## src/rtl/uus_pkg.sv

```systemverilog
// Package with register map, field layout and unit codes of unit scaling.
package uus_pkg;
	// ----------------------------------------------------------------
	// Register indices; the byte address is four times the index.
	// ----------------------------------------------------------------
	localparam int NCFG = 10; // Number of writable configuration words.
	localparam int CFG_POS = 0; // Position unit object.
	localparam int CFG_SPD = 1; // Speed unit object.
	localparam int CFG_ENCINC = 2; // Encoder increment count.
	localparam int CFG_ENCREV = 3; // Encoder motor revolution count.
	localparam int CFG_MOTREV = 4; // Motor shaft revolution count.
	localparam int CFG_DRVREV = 5; // Driving shaft revolution count.
	localparam int CFG_FEED = 6; // Feed amount.
	localparam int CFG_OUTREV = 7; // Output shaft revolution count.
	localparam int CFG_POLES = 8; // Pole pair count.
	localparam int CFG_CTRL = 9; // Control bits.
	localparam logic [15:0] CFG_IDX [NCFG] = '{16'h60a8, 16'h60a9,
		16'h6200, 16'h6201, 16'h6202, 16'h6203, 16'h6204, 16'h6205,
		16'h6206, 16'h6207};
	localparam logic [31:0] CFG_RST [NCFG] = '{32'hff410000, 32'h00b44700,
		32'h00000001, 32'h00000001, 32'h00000001, 32'h00000001,
		32'h00000001, 32'h00000001, 32'h00000001, 32'h00000000};
	// Write masks force the reserved low bits of both unit words to zero.
	localparam logic [31:0] CFG_WMASK [NCFG] = '{32'hffff0000, 32'hffffff00,
		32'hffffffff, 32'hffffffff, 32'hffffffff, 32'hffffffff,
		32'hffffffff, 32'hffffffff, 32'hffffffff, 32'h00000003};
	localparam logic [15:0] IDX_STATUS = 16'h6210; // Status flags.
	localparam logic [15:0] IDX_ENCRES = 16'h6211; // Encoder resolution.
	localparam logic [15:0] IDX_GEAR = 16'h6212; // Effective gear ratio.
	localparam logic [15:0] IDX_FEEDC = 16'h6213; // Effective feed constant.
	localparam logic [15:0] IDX_UPR = 16'h6214; // Native units per rev.
	localparam logic [15:0] IDX_TSEC = 16'h6215; // Seconds per time unit.
	// ----------------------------------------------------------------
	// Field positions and control bits.
	// ----------------------------------------------------------------
	localparam int TIME_LSB = 8;
	localparam int UNIT_LSB = 16;
	localparam int EXP_LSB = 24;
	localparam int CTRL_OPENLOOP = 0; // Open-loop or sensorless control.
	localparam int CTRL_THREEPH = 1; // Three-phase brushless motor.
	// ----------------------------------------------------------------
	// Unit, time and exponent codes.
	// ----------------------------------------------------------------
	localparam logic [7:0] U_NONE = 8'h00, U_METER = 8'h01;
	localparam logic [7:0] U_INCH = 8'hc1, U_FOOT = 8'hc2;
	localparam logic [7:0] U_GRAD = 8'h40, U_RAD = 8'h10, U_DEG = 8'h41;
	localparam logic [7:0] U_AMIN = 8'h42, U_ASEC = 8'h43, U_REV = 8'hb4;
	localparam logic [7:0] U_INC = 8'hb5, U_STEP = 8'hac, U_POLE = 8'hc0;
	localparam logic [7:0] T_SEC = 8'h03, T_MIN = 8'h47, T_HOUR = 8'h48;
	localparam logic [7:0] T_DAY = 8'h49, T_YEAR = 8'h4a;
	localparam logic [31:0] SEC_SEC = 32'h00000001; // 1 s.
	localparam logic [31:0] SEC_MIN = 32'h0000003c; // 60 s.
	localparam logic [31:0] SEC_HOUR = 32'h00000e10; // 3600 s.
	localparam logic [31:0] SEC_DAY = 32'h00015180; // 86400 s.
	localparam logic [31:0] SEC_YEAR = 32'h01e187e0; // 365.25 days.
	localparam logic signed [7:0] EXP_MAX = 8'sh06; // Ten to the six.
	localparam logic signed [7:0] EXP_MIN = -8'sh06; // Coded as fa.
	localparam logic [31:0] STEP_2PH = 32'h00000004; // Steps per pole pair.
	localparam logic [31:0] STEP_3PH = 32'h00000006; // Steps per pole pair.
	localparam int INC_SHIFT = 16; // 65536 increments per pole pair.
	// ----------------------------------------------------------------
	// Ratio divider.
	// ----------------------------------------------------------------
	localparam int FRAC_BITS = 16; // Ratios are unsigned Q16.16.
	localparam logic [5:0] DIV_LAST = 6'h2f; // 48 quotient steps.
	localparam logic [31:0] ONE_Q16 = 32'h00010000;
	typedef enum logic {DIV_IDLE = 1'b0, DIV_RUN = 1'b1} uus_div_state_t;
endpackage : uus_pkg

```

## src/rtl/uus_user_unit_scaling.sv

```systemverilog
// User unit scaling block with APB register access.
//
// The APB interface to the registers was chosen for this implementation.
module uus_user_unit_scaling (
	input wire logic clock,
	input wire logic rst_n,
	input wire logic psel,
	input wire logic penable,
	input wire logic pwrite,
	input wire logic [31:0] paddr,
	input wire logic [31:0] pwdata,
	output logic [31:0] prdata,
	output logic pready,
	output logic pslverr,
	input wire logic driveRunning,
	output logic useGear,
	output logic useFeed,
	output logic nativeUnit,
	output logic [31:0] unitsPerRev,
	output logic [31:0] timeSeconds,
	output logic [31:0] encResolution,
	output logic [31:0] gearRatio,
	output logic [31:0] feedConstant,
	output logic calcBusy
);
	// ----------------------------------------------------------------
	// Bus decode.
	// ----------------------------------------------------------------
	logic [31:0] pend_r [uus_pkg::NCFG]; // Words as written by software.
	logic [31:0] act_r [uus_pkg::NCFG]; // Words in force.
	logic [uus_pkg::NCFG-1:0] cfgHit; // Address hits a config word.
	logic [uus_pkg::NCFG-1:0] pendDiff; // Written word not yet in force.
	logic [31:0] readMux; // Read data for the addressed word.
	logic [31:0] prdata_r; // Read data captured in the setup cycle.
	logic [31:0] statusWord; // Flags assembled for reading.
	wire setupPhase = psel && !penable;
	wire accessPhase = psel && penable;
	wire apbWrite = accessPhase && pwrite;
	wire hitStatus = paddr == {14'h0000, uus_pkg::IDX_STATUS, 2'b00};
	wire hitEncRes = paddr == {14'h0000, uus_pkg::IDX_ENCRES, 2'b00};
	wire hitGear = paddr == {14'h0000, uus_pkg::IDX_GEAR, 2'b00};
	wire hitFeedC = paddr == {14'h0000, uus_pkg::IDX_FEEDC, 2'b00};
	wire hitUpr = paddr == {14'h0000, uus_pkg::IDX_UPR, 2'b00};
	wire hitTsec = paddr == {14'h0000, uus_pkg::IDX_TSEC, 2'b00};
	wire hitRo = hitStatus || hitEncRes || hitGear || hitFeedC || hitUpr ||
		hitTsec;
	wire mapped = (|cfgHit) || hitRo;
	// Writes to read-only words are refused as errors too.
	wire badAccess = !mapped || (hitRo && pwrite);

	// Zero wait states; unmapped or illegal accesses answer with pslverr.
	assign pready = accessPhase;
	assign pslverr = accessPhase && badAccess;
	assign prdata = prdata_r;

	// ----------------------------------------------------------------
	// Configuration words with deferred take-over.
	// ----------------------------------------------------------------
	genvar k;
	for (k = 0; k < uus_pkg::NCFG; k++) begin : g_cfg
		assign cfgHit[k] = paddr == {14'h0000, uus_pkg::CFG_IDX[k], 2'b00};
		assign pendDiff[k] = pend_r[k] != act_r[k];
		// Software copy; reserved bits are stored as zero.
		always_ff @(posedge clock or negedge rst_n) begin
			if (!rst_n) begin
				pend_r[k] <= uus_pkg::CFG_RST[k];
			end else if (apbWrite && cfgHit[k]) begin
				pend_r[k] <= pwdata & uus_pkg::CFG_WMASK[k];
			end
		end
		// Copy in force follows only while the drive is not running.
		always_ff @(posedge clock or negedge rst_n) begin
			if (!rst_n) begin
				act_r[k] <= uus_pkg::CFG_RST[k];
			end else if (!driveRunning) begin
				act_r[k] <= pend_r[k];
			end
		end
	end

	// A pending value is taken over in this cycle.
	wire applyEvt = !driveRunning && (|pendDiff);

	// ----------------------------------------------------------------
	// Field decode of the words in force.
	// ----------------------------------------------------------------
	wire [7:0] posCode = act_r[uus_pkg::CFG_POS][uus_pkg::UNIT_LSB +: 8];
	wire [7:0] posExp = act_r[uus_pkg::CFG_POS][uus_pkg::EXP_LSB +: 8];
	wire [7:0] spdCode = act_r[uus_pkg::CFG_SPD][uus_pkg::UNIT_LSB +: 8];
	wire [7:0] spdExp = act_r[uus_pkg::CFG_SPD][uus_pkg::EXP_LSB +: 8];
	wire [7:0] spdTime = act_r[uus_pkg::CFG_SPD][uus_pkg::TIME_LSB +: 8];
	wire [31:0] poles = act_r[uus_pkg::CFG_POLES];
	wire openLoop = act_r[uus_pkg::CFG_CTRL][uus_pkg::CTRL_OPENLOOP];
	wire threePhase = act_r[uus_pkg::CFG_CTRL][uus_pkg::CTRL_THREEPH];

	// Sorts a unit code into linear, angular or motor-native classes.
	function automatic logic [2:0] uus_unit_class(input logic [7:0] c);
		case (c)
			uus_pkg::U_NONE, uus_pkg::U_METER, uus_pkg::U_INCH,
			uus_pkg::U_FOOT: uus_unit_class = 3'b100;
			uus_pkg::U_GRAD, uus_pkg::U_RAD, uus_pkg::U_DEG, uus_pkg::U_AMIN,
			uus_pkg::U_ASEC, uus_pkg::U_REV: uus_unit_class = 3'b010;
			uus_pkg::U_INC, uus_pkg::U_STEP,
			uus_pkg::U_POLE: uus_unit_class = 3'b001;
			default: uus_unit_class = 3'b000;
		endcase
	endfunction : uus_unit_class

	// True for a power of ten between minus six and six.
	function automatic logic uus_exp_ok(input logic [7:0] e);
		uus_exp_ok = ($signed(e) <= uus_pkg::EXP_MAX) &&
			($signed(e) >= uus_pkg::EXP_MIN);
	endfunction : uus_exp_ok

	wire [2:0] posClass = uus_unit_class(posCode);
	wire [2:0] spdClass = uus_unit_class(spdCode);

	logic [31:0] timeSecNxt; // Seconds per speed time unit, zero if unknown.
	logic [31:0] uprNxt; // Native units per motor revolution.
	logic [31:0] encRes_r; // Encoder resolution, Q16.16.
	logic [31:0] gearRaw_r; // Gear ratio, Q16.16.
	logic [31:0] feedRaw_r; // Feed constant, Q16.16.

	// Decodes the time unit of the speed word.
	always_comb begin
		case (spdTime)
			uus_pkg::T_SEC: timeSecNxt = uus_pkg::SEC_SEC;
			uus_pkg::T_MIN: timeSecNxt = uus_pkg::SEC_MIN;
			uus_pkg::T_HOUR: timeSecNxt = uus_pkg::SEC_HOUR;
			uus_pkg::T_DAY: timeSecNxt = uus_pkg::SEC_DAY;
			uus_pkg::T_YEAR: timeSecNxt = uus_pkg::SEC_YEAR;
			default: timeSecNxt = 32'h00000000;
		endcase
	end

	// Size of one revolution in motor-native units.
	always_comb begin
		case (posCode)
			uus_pkg::U_INC: begin
				// Closed loop takes the whole part of the encoder resolution.
				if (openLoop) begin
					uprNxt = poles << uus_pkg::INC_SHIFT;
				end else begin
					uprNxt = {16'h0000, encRes_r[31:16]};
				end
			end
			uus_pkg::U_STEP: begin
				uprNxt = 32'(poles * (threePhase ? uus_pkg::STEP_3PH :
					uus_pkg::STEP_2PH));
			end
			uus_pkg::U_POLE: uprNxt = poles;
			default: uprNxt = 32'h00000000;
		endcase
	end

	logic useGear_r, useFeed_r, native_r; // Scaling selection flags.
	logic posOk_r, posExpOk_r, spdOk_r, spdExpOk_r, timeOk_r; // Code checks.
	logic [31:0] upr_r; // Registered native units per revolution.
	logic [31:0] tsec_r; // Registered seconds per time unit.
	logic [31:0] gear_r; // Gear ratio as applied.
	logic [31:0] feed_r; // Feed constant as applied.

	// Registers the decoded selection and checks.
	always_ff @(posedge clock or negedge rst_n) begin
		if (!rst_n) begin
			useGear_r <= 1'b0;
			useFeed_r <= 1'b0;
			native_r <= 1'b0;
			posOk_r <= 1'b0;
			posExpOk_r <= 1'b0;
			spdOk_r <= 1'b0;
			spdExpOk_r <= 1'b0;
			timeOk_r <= 1'b0;
			upr_r <= 32'h00000000;
			tsec_r <= 32'h00000000;
		end else begin
			useGear_r <= posClass[2] || posClass[1];
			useFeed_r <= posClass[2];
			native_r <= posClass[0];
			posOk_r <= |posClass;
			posExpOk_r <= uus_exp_ok(posExp);
			spdOk_r <= |spdClass;
			spdExpOk_r <= uus_exp_ok(spdExp);
			timeOk_r <= timeSecNxt != 32'h00000000;
			upr_r <= uprNxt;
			tsec_r <= timeSecNxt;
		end
	end

	// Gear and feed fall back to one when the unit does not use them.
	always_ff @(posedge clock or negedge rst_n) begin
		if (!rst_n) begin
			gear_r <= uus_pkg::ONE_Q16;
			feed_r <= uus_pkg::ONE_Q16;
		end else begin
			gear_r <= useGear_r ? gearRaw_r : uus_pkg::ONE_Q16;
			feed_r <= useFeed_r ? feedRaw_r : uus_pkg::ONE_Q16;
		end
	end

	// ----------------------------------------------------------------
	// Shared ratio divider, one quotient bit per cycle.
	// ----------------------------------------------------------------
	uus_pkg::uus_div_state_t divState_r;
	logic recalc_r; // A new calculation is owed.
	logic [1:0] sel_r; // Ratio in work: resolution, gear, feed.
	logic [5:0] cnt_r; // Quotient step.
	logic [32:0] rem_r; // Partial remainder.
	logic [47:0] dvd_r; // Dividend shifting out at the top.
	logic [47:0] dvdOrig_r; // Dividend kept for checking.
	logic [47:0] quo_r; // Quotient shifting in at the bottom.
	logic [31:0] den_r; // Divisor of the ratio in work.
	wire [32:0] remShift = {rem_r[31:0], dvd_r[47]};
	wire remGe = remShift >= {1'b0, den_r};
	wire [47:0] quoFinal = {quo_r[46:0], remGe};
	wire divStart = divState_r == uus_pkg::DIV_IDLE && recalc_r;
	wire divDone = divState_r == uus_pkg::DIV_RUN && cnt_r == uus_pkg::DIV_LAST;
	// Zero divisor or overflow saturate to all ones.
	wire [31:0] ratioNxt = (den_r == 32'h00000000 || |quoFinal[47:32]) ?
		32'hffffffff : quoFinal[31:0];

	// Owed work is set on take-over; a set wins over the clear at start.
	always_ff @(posedge clock or negedge rst_n) begin
		if (!rst_n) begin
			recalc_r <= 1'b1;
		end else begin
			recalc_r <= applyEvt || (recalc_r && !divStart);
		end
	end

	// Steps the divider through the three ratios.
	always_ff @(posedge clock or negedge rst_n) begin
		if (!rst_n) begin
			divState_r <= uus_pkg::DIV_IDLE;
			sel_r <= 2'd0;
			cnt_r <= 6'd0;
		end else if (divStart) begin
			divState_r <= uus_pkg::DIV_RUN;
			sel_r <= 2'd0;
			cnt_r <= 6'd0;
		end else if (divDone) begin
			cnt_r <= 6'd0;
			sel_r <= sel_r + 2'd1;
			if (sel_r == 2'd2) begin
				divState_r <= uus_pkg::DIV_IDLE;
			end
		end else if (divState_r == uus_pkg::DIV_RUN) begin
			cnt_r <= cnt_r + 6'd1;
		end
	end

	// Loads operands at the first step of each ratio, then shifts.
	always_ff @(posedge clock or negedge rst_n) begin
		if (!rst_n) begin
			rem_r <= 33'h000000000;
			dvd_r <= 48'h000000000000;
			dvdOrig_r <= 48'h000000000000;
			quo_r <= 48'h000000000000;
			den_r <= 32'h00000000;
		end else if (divStart || (divDone && sel_r != 2'd2)) begin
			rem_r <= 33'h000000000;
			dvd_r <= {(divStart ? act_r[uus_pkg::CFG_ENCINC] :
				act_r[uus_pkg::CFG_ENCINC + 2 * int'(sel_r + 2'd1)]), 16'h0000};
			dvdOrig_r <= {(divStart ? act_r[uus_pkg::CFG_ENCINC] :
				act_r[uus_pkg::CFG_ENCINC + 2 * int'(sel_r + 2'd1)]), 16'h0000};
			den_r <= divStart ? act_r[uus_pkg::CFG_ENCREV] :
				act_r[uus_pkg::CFG_ENCREV + 2 * int'(sel_r + 2'd1)];
			quo_r <= 48'h000000000000;
		end else if (divState_r == uus_pkg::DIV_RUN) begin
			rem_r <= remGe ? remShift - {1'b0, den_r} : remShift;
			dvd_r <= {dvd_r[46:0], 1'b0};
			quo_r <= quoFinal;
		end
	end

	// Stores each finished ratio.
	always_ff @(posedge clock or negedge rst_n) begin
		if (!rst_n) begin
			encRes_r <= uus_pkg::ONE_Q16;
			gearRaw_r <= uus_pkg::ONE_Q16;
			feedRaw_r <= uus_pkg::ONE_Q16;
		end else if (divDone) begin
			case (sel_r)
				2'd0: encRes_r <= ratioNxt;
				2'd1: gearRaw_r <= ratioNxt;
				default: feedRaw_r <= ratioNxt;
			endcase
		end
	end

	// ----------------------------------------------------------------
	// Read path.
	// ----------------------------------------------------------------
	assign statusWord = {21'h000000, driveRunning, |pendDiff,
		divState_r == uus_pkg::DIV_RUN || recalc_r, spdExpOk_r, spdOk_r,
		timeOk_r, posExpOk_r, posOk_r, native_r, useFeed_r, useGear_r};

	// Selects the addressed word; unmapped addresses read zero.
	always_comb begin
		readMux = 32'h00000000;
		for (int i = 0; i < uus_pkg::NCFG; i++) begin
			if (cfgHit[i]) begin
				readMux = pend_r[i];
			end
		end
		if (hitStatus) readMux = statusWord;
		if (hitEncRes) readMux = encRes_r;
		if (hitGear) readMux = gear_r;
		if (hitFeedC) readMux = feed_r;
		if (hitUpr) readMux = upr_r;
		if (hitTsec) readMux = tsec_r;
	end

	// Captures read data in the setup cycle so it stands in the access.
	always_ff @(posedge clock or negedge rst_n) begin
		if (!rst_n) begin
			prdata_r <= 32'h00000000;
		end else if (setupPhase && !pwrite) begin
			prdata_r <= readMux;
		end
	end

	assign useGear = useGear_r;
	assign useFeed = useFeed_r;
	assign nativeUnit = native_r;
	assign unitsPerRev = upr_r;
	assign timeSeconds = tsec_r;
	assign encResolution = encRes_r;
	assign gearRatio = gear_r;
	assign feedConstant = feed_r;
	assign calcBusy = divState_r == uus_pkg::DIV_RUN;

	// ----------------------------------------------------------------
	// Checks.
	// ----------------------------------------------------------------
	wire [63:0] prodChk = 64'(quoFinal) * 64'(den_r);

	a_defer_apply: assert property (@(posedge clock) disable iff (!rst_n)
		driveRunning |=> $stable(act_r[uus_pkg::CFG_POS]) &&
		$stable(act_r[uus_pkg::CFG_SPD]))
		else $error("unit word changed while drive running");
	a_pos_reserved: assert property (@(posedge clock) disable iff (!rst_n)
		apbWrite && cfgHit[uus_pkg::CFG_POS] |=>
		pend_r[uus_pkg::CFG_POS][15:0] == 16'h0000 &&
		pend_r[uus_pkg::CFG_POS][31:16] == $past(pwdata[31:16]))
		else $error("position word layout wrong");
	a_spd_reserved: assert property (@(posedge clock) disable iff (!rst_n)
		apbWrite && cfgHit[uus_pkg::CFG_SPD] |=>
		pend_r[uus_pkg::CFG_SPD][7:0] == 8'h00 &&
		pend_r[uus_pkg::CFG_SPD][31:8] == $past(pwdata[31:8]))
		else $error("speed word layout wrong");
	a_exp_range: assert property (@(posedge clock) disable iff (!rst_n)
		(posExp == 8'h07 || posExp == 8'hf9) |=> !posExpOk_r)
		else $error("exponent outside range accepted");
	a_linear_units: assert property (@(posedge clock) disable iff (!rst_n)
		(posCode == uus_pkg::U_INCH || posCode == uus_pkg::U_NONE) |=>
		useGear_r && useFeed_r) else $error("linear unit scaling wrong");
	a_angular_units: assert property (@(posedge clock) disable iff (!rst_n)
		posCode == uus_pkg::U_DEG |=> useGear_r && !useFeed_r ##1
		feed_r == uus_pkg::ONE_Q16) else $error("angular unit scaling wrong");
	a_native_units: assert property (@(posedge clock) disable iff (!rst_n)
		posCode == uus_pkg::U_STEP |=> native_r && !useGear_r && !useFeed_r)
		else $error("native unit scaling wrong");
	a_open_loop_rev: assert property (@(posedge clock) disable iff (!rst_n)
		posCode == uus_pkg::U_INC && openLoop |=>
		upr_r == {$past(poles[15:0]), 16'h0000})
		else $error("open loop revolution size wrong");
	a_step_rev: assert property (@(posedge clock) disable iff (!rst_n)
		posCode == uus_pkg::U_STEP |=> upr_r == 32'($past(poles) *
		($past(threePhase) ? 32'd6 : 32'd4)))
		else $error("step revolution size wrong");
	a_pole_rev: assert property (@(posedge clock) disable iff (!rst_n)
		posCode == uus_pkg::U_POLE |=> upr_r == $past(poles))
		else $error("pole unit size wrong");
	a_year_time: assert property (@(posedge clock) disable iff (!rst_n)
		spdTime == uus_pkg::T_YEAR |=> tsec_r == 32'd31557600)
		else $error("year length wrong");
	a_ratio_quot: assert property (@(posedge clock) disable iff (!rst_n)
		divDone && den_r != 32'h00000000 && quoFinal[47:32] == 16'h0000 |->
		prodChk <= 64'(dvdOrig_r) && 64'(dvdOrig_r) - prodChk < 64'(den_r))
		else $error("ratio quotient wrong");
	a_ratio_time: assert property (@(posedge clock) disable iff (!rst_n)
		divStart |=> calcBusy [*8]) else $error("divider stopped early");
endmodule : uus_user_unit_scaling

```

## config.mk

```make
export PLATFORM = sky130hd
export DESIGN_NAME = uus_user_unit_scaling
export DESIGN_NICKNAME = d
export VERILOG_FILES = /design/src/rtl/uus_pkg.sv /design/src/rtl/uus_user_unit_scaling.sv
export SDC_FILE = /design/constraint.sdc
export NUM_CORES = 2
export LEC_CHECK = 0
export ABC_CLOCK_PERIOD_IN_PS = 5400
export BUFFER_PORTS_ARGS = -buffer_cell sky130_fd_sc_hd__buf_4
export CORE_UTILIZATION = 25
export DETAILED_ROUTE_END_ITERATION = 16
export PLACE_DENSITY_LB_ADDON = 0.12
export SLEW_MARGIN = 40
export SYNTH_ARGS = -nofsm -noshare
export SYNTH_HDL_FRONTEND = slang
export SYNTH_SLANG_ARGS = --single-unit
```

## constraint.sdc

```tcl
create_clock -name clock -period 5.4 [get_ports clock]
set_input_delay 0.81 -clock clock [delete_from_list [all_inputs] [get_ports clock]]
set_output_delay 0.81 -clock clock [all_outputs]
set_load 0.005 [all_outputs]
```

* Word level (Yosys, flattened, before mapping)
Index checks and enable logic that the tools add are counted.
** Cells by class
- Add/subtract/negate cells :: 6
- Multipliers :: 1
- Order comparisons :: 7
- Eq/ne operators :: 59
- Muxes and demuxes :: 48
- Bitwise gates (word level) :: 4
- Reduce and logical (&&, ||, !) cells :: 65
** Operators with widths (count)
- two-way mux 32 bit :: 29
- == test 32 x 17 -> 1 bit, second input constant :: 16
- binary-select mux 32 bit (select 4 bit) :: 2
- != test 32 bit :: 7
- one-hot mux 25 bit (5 select lines) :: 1
- == test 8 x 7 -> 1 bit, second input constant :: 12
- == test 8 bit, second input constant :: 12
- two-way mux 48 bit :: 2
- one-hot mux 32 bit (3 select lines) :: 1
- two-way mux 47 bit :: 2
- greater-or-equal comparator 32 x 5 -> 1 bit, second input constant :: 2
- greater-or-equal comparator 33 x 32 -> 1 bit :: 1
- adder 3 x 32 -> 32 bit, first input constant :: 1
- logical NOT 32 bit :: 1
- multiplier 32 x 3 -> 32 bit :: 1
- NOT 32 bit :: 1
- NOT 5 -> 32 bit :: 1
- nonzero test 32 bit :: 1
- subtractor 32 bit :: 1
- != test 24 bit :: 1
- logical AND 1 bit :: 23
- OR reduction 10 bit :: 2
- two-way mux 6 bit :: 3
- one-hot mux 3 bit (3 select lines) :: 2
- other kinds (30) :: 65
** Word-level totals
- Flip-flop bits (word level) :: 965

* Longest topological paths before layout
- Word-level depth :: 17
- Mapped depth :: 15
- Gate-level depth less buffers :: 14

* Least setup slack after synthesis
No wires, ideal clock.
- Kind :: register -> register
- From :: register act_r[1] (netlist bit)
- To :: register upr_r[25], in the netlist unitsPerRev[25]
- Data arrival time :: 3343 ps
- Required time :: 5271 ps
- Path slack :: 1928 ps
- Stages on the path, launching flop included :: 16
- Path buffers :: 1
- Cell sequence :: dfrtp_1 clkbuf_1 and2_1 ha_1 ha_1 fa_1 a211oi_1 nor2_1 o21ai_0 o31ai_1 a211oi_1 o21ai_1 a21o_1 a21oi_1 xor2_1 o21ai_1
** Between the ends
- Word-level cells in the longest chain between the ends :: 3
** Ends and longest elaborated chain
- start: declaration :: RTL line uus_user_unit_scaling.sv:30 : logic [31:0] act_r [uus_pkg::NCFG];
- start signal: indexed assignment :: RTL line uus_user_unit_scaling.sv:74 : act_r[k] <= uus_pkg::CFG_RST[k];
- start signal: indexed assignment :: RTL line uus_user_unit_scaling.sv:76 : act_r[k] <= pend_r[k];
- two-way mux 2 bit :: RTL line uus_user_unit_scaling.sv:148 : uprNxt = 32'(poles * (threePhase ? uus_pkg::STEP_3PH :
- multiplier 32 x 3 -> 32 bit :: RTL line uus_user_unit_scaling.sv:148
- one-hot mux 32 bit (3 select lines) :: RTL line uus_user_unit_scaling.sv:138 : case (posCode)
- named net uprNxt[25] :: RTL line uus_user_unit_scaling.sv:119 : logic [31:0] uprNxt;
- end signal: assignment :: RTL line uus_user_unit_scaling.sv:185 : upr_r <= uprNxt;
- end: declaration :: RTL line uus_user_unit_scaling.sv:158 : logic [31:0] upr_r;
The timed path passes the listed nets, and every way through them passes these cells.
A chain may end at the register's enable or synchronous reset.

* Worst setup path after layout
- From :: register act_r[1] (netlist bit)
- To :: register upr_r[24], in the netlist unitsPerRev[24]
The elaborated chain is that of the path after synthesis.

==> impl_metrics.csv <==
group,metric,value,unit
grt,grt.total_usage,24.6,%
synth,synth_warnings,0,
routing,ant_nets,0,
clock_tree,clkSinkCount,926,
setup_path,critical_path.endpoint,"unitsPerRev[24]$_DFF_PN0_",
synth,synth_ff_type,"dfrtp_1",
clock_tree,htree_levels,3,
final_layout,drive_gt1_share,26.2,%
final_layout,fin_area,56300,um2
power,switching_share,24.6,%
synth,synth_seq_area_share,49.6,%
sta,period_minus_slack,4.42,ns
final_layout,post-route-util,30.3,%
clock_tree,post_cts_resize_count,0,
setup_path,crit_chain,"buf_4 -> and2_1 -> ha_1 -> ha_1 -> nand3_1 -> o22ai_1 -> o21ai_0 -> o21ai_0 -> a221o_1 -> a21oi_1 -> a21oi_1 -> a21oi_1 -> or4b_2 -> nand3_1",
final_layout,fin_cells,7176,
floorplan,dieArea,189000,um2
grt,grt_max_degree,143,
setup_path,path_common_cell,"a21oi_1",
setup_path,cp.required,6.11,ns
setup_path,ff2ff_path_depth,14,
power,power.internal,11.8,mW
floorplan,io_pins,268,
power,p_clk_share,52.0,%
place,placed_area,52300,um2
final_layout,area_growth,20.2,%
synth,syn-cell-area,46800,um2
grt,antenna_found_initial,11,
setup_path,reg2reg_slack,0.98,ns
power,comb_power_share,3.4,%
power,power.leakage,26.3,nW
place,place_hpwl,182000,um
power,power,15.7,mW
sta,fin_crit_sh,81.8,%
setup_path,timing.rr.end,"unitsPerRev[24]$_DFF_PN0_",
floorplan,core.rowCount,158,
clock_tree,cts_tree,"built",
final_layout,top_regs,"pend_r (266), act_r (234), quo_r (47)",
synth,synth_area_per_cell,10.8,um2
sta,setup_viol,0,
sta,skew,0.0783,ns
setup_path,crit_start,"act_r[1]$_DFFE_PN0N_",
routing,vias_per_cell,5.25,
synth,synth_top_area_cell,"dfrtp_1",
setup_path,crit_path_start_kind,"flip-flop",
setup_path,arrival,5.13,ns
synth,synth.area.mux_share,14.6,%
grt,grt_pass1_wl,325000,um
setup_path,worst_path_largest_cell_delay,0.64,ns
floorplan,die_y,435,um
synth,yosysTopAreaCellShare,46.5,%
sta,tightest_slew,0.925,ns
grt,grt_pass1_vias,37300,
synth,synthSimpleGateAreaFrac,10.6,%
routing,routedWlPerCell,33.1,um
routing,drt_iter0_drc,3753,
synth,synthAdderAreaFrac,2.62,%
clock_tree,clk_pin_slew,0.06,ns
routing,first_pass_iters,6,
routing,drc,0,
job,drv_cap,0,
setup_path,reg2reg_from,"act_r[1]$_DFFE_PN0N_",
setup_path,critical_path_class,"flip-flop to flip-flop",
final_layout,largest_reg_flops,266,
grt,grt_overflow,0,
sta,setup_ws,0.983,ns
setup_path,crit_path_end_kind,"flip-flop",
clock_tree,cts_buffers,114,
final_layout,nets,4757,
power,p_sw,3.86,mW
synth,synth_top_family_by_area,"multiplexers",
place,dp_cells,6949,
place,portBuffers,254,
synth,synth_area_leaders,"dfrtp_1 46%, mux2_2 12%, o21ai_0 4.1%",
floorplan,start_util,25.2,%
sta,slew_headroom,38.1,%
power,p_seq_share,44.6,%
synth,synth_edf_count,0,
sta,rsz0062_at_grt,"no",
power,peakVddDrop,0.255,mV
sta,hold_viol,0,
synth,synth_compound_area_share,14.0,%
clock_tree,cts_setup_buffers,0,
clock_tree,clk_latency,0.79,ns
synth,synth-xor-area-share,5.35,%
routing,wirelength,237000,um
floorplan,coreArea,186000,um2
status,run_status,"complete, no violations",
clock_tree,cts_max_path_buffers,3,
clock_tree,cts_hold_buf,1,
routing,num_vias,37700,
synth,synth_cell_types,84,
setup_path,cp_max_fo,28,
clock_tree,cts-root-buf,"clkbuf_16",
sta,fmax,226,MHz
synth,synthArstFlopShare,100,%
place,gp_congestion,0.954,
synth,ys_seq_elements,926,
sta,drv_slew,0,
place,detailedPlace.worstSlack,1.08,ns
synth,synthCells,4330,
floorplan,die_width,435,um
final_layout,regMostFlops,"pend_r",
sta,tns,0,ns
power,p_per_area,279,nW/um2
sta,whs,0.330,ns
setup_path,cp_slowest_cell,"or4b_2",
hold_path,hold_path.class,"primary input to flip-flop",
-- cells in the mapped netlist, types with 11 or more instances --
cell      instances
clkbuf_1        198
nand2b_1         14
o21bai_1         11
a211oi_1         41
a21o_1           20
buf_1            24
o221ai_1         27
and2_1           95
a22o_1           52
a31oi_1          57
buf_2            15
dfrtp_1         870
or3_1            13
o22ai_1          34
a222oi_1         25
xnor2_1         206
o21ai_0         387
nand3_1          70
nor3_1           38
a221o_1          14
nor2b_1          25
and3_1           17
mux2i_1          56
o21a_1           11
a22oi_1          70
o211ai_1         12
xor2_1           80
nor4_1           52
nor2_1          223
inv_1            99
nand4_1          66
a21oi_1         166
dfstp_2          56
buf_4            25
nand2_1         380
mux4_2           27
ha_1             95
mux2_2          503
a221oi_1         45
-- cell type report --
type	instances	area [um2]
multi-input combinational	3051	22400
sequential	926	23200
fill	19400	130000
tap	2480	3100
clock inverter	46	639
timing repair buffer	395	3240
antenna	6	15.0
inverter	102	383
clock buffer	170	3300
-- power by group through the flow --
stage / combinational, mW / clock (mW) / sequential, mW
global placement: 0.532 / 0 / 7.13
finish: 0.527 / 8.17 / 7.01
floorplan: 0.149 / 0 / 7.11
detailed placement: 0.533 / 0 / 7.13
global route: 0.573 / 8.58 / 7.00
CTS: 0.535 / 8.33 / 7.01
-- layer usage --
layer	routed length (um)	track usage, %
met3	13500	3.83
met2	108000	38.6
met4	11100	10.1
met1	105000	33.5
met5	27	0
-- worst min-delay path by stage --
stage | startpoint | endpoint | slack [ns] | depth (start not counted)
final | pwdata[3] | pend_r[99]$_DFFE_PN0P_ | 0.33 | 2
after global placement | feedRaw_r[23]$_DFFE_PN0P_ | feedRaw_r[23]$_DFFE_PN0P_ | 0.45 | 2
after CTS | pwdata[3] | pend_r[131]$_DFFE_PN0P_ | 0.27 | 2
after floorplan | feedRaw_r[30]$_DFFE_PN0P_ | feedRaw_r[30]$_DFFE_PN0P_ | 0.44 | 2
after global routing | pwdata[3] | pend_r[227]$_DFFE_PN0P_ | 0.30 | 2
after detailed placement | gearRaw_r[6]$_DFFE_PN0P_ | gearRaw_r[6]$_DFFE_PN0P_ | 0.46 | 2
-- cells in the final DEF (no fill, tap or decap), types with 25 or more instances in the layout --
cell	n
a211oi_1	41
o22ai_1	33
nand3_1	70
a31oi_1	57
clkinv_2	26
buf_4	370
clkbuf_16	114
mux2_2	503
inv_1	99
nor3_1	33
a21oi_1	166
mux4_2	27
nand2_1	373
a22o_1	52
mux2i_1	56
a22oi_1	70
o221ai_1	27
nor4_1	50
dfrtp_1	867
dfstp_2	56
a222oi_1	25
o21ai_0	387
nor2_1	215
nand4_1	66
clkbuf_1	32
xnor2_1	204
and2_1	94
xor2_1	80
ha_1	94
a221oi_1	45
-- critical path: cells and delay by family, from the launching register on --
kind / cells / cell delay [ns]
AOI/OAI and AO/OA: 7 / 1.78
adders and majority gates: 2 / 0.59
buffers and inverters: 1 / 0.36
DFF: 1 / 0.60
and+or+nand+nor: 4 / 1.00
-- cells by family (layout without fill, tap and decap cells) --
group / after synthesis / in the layout
AO/OA/AOI/OAI: 1030 / 1030
XOR/XNOR: 286 / 286
adder cells (fa/ha/maj): 97 / 97
buffers and inverters: 365 / 713
flip-flops: 926 / 926
multiplexers: 586 / 586
other: 1 / 19
AND/OR/NAND/NOR: 1039 / 1039
Power figures use the tool's default switching activity.
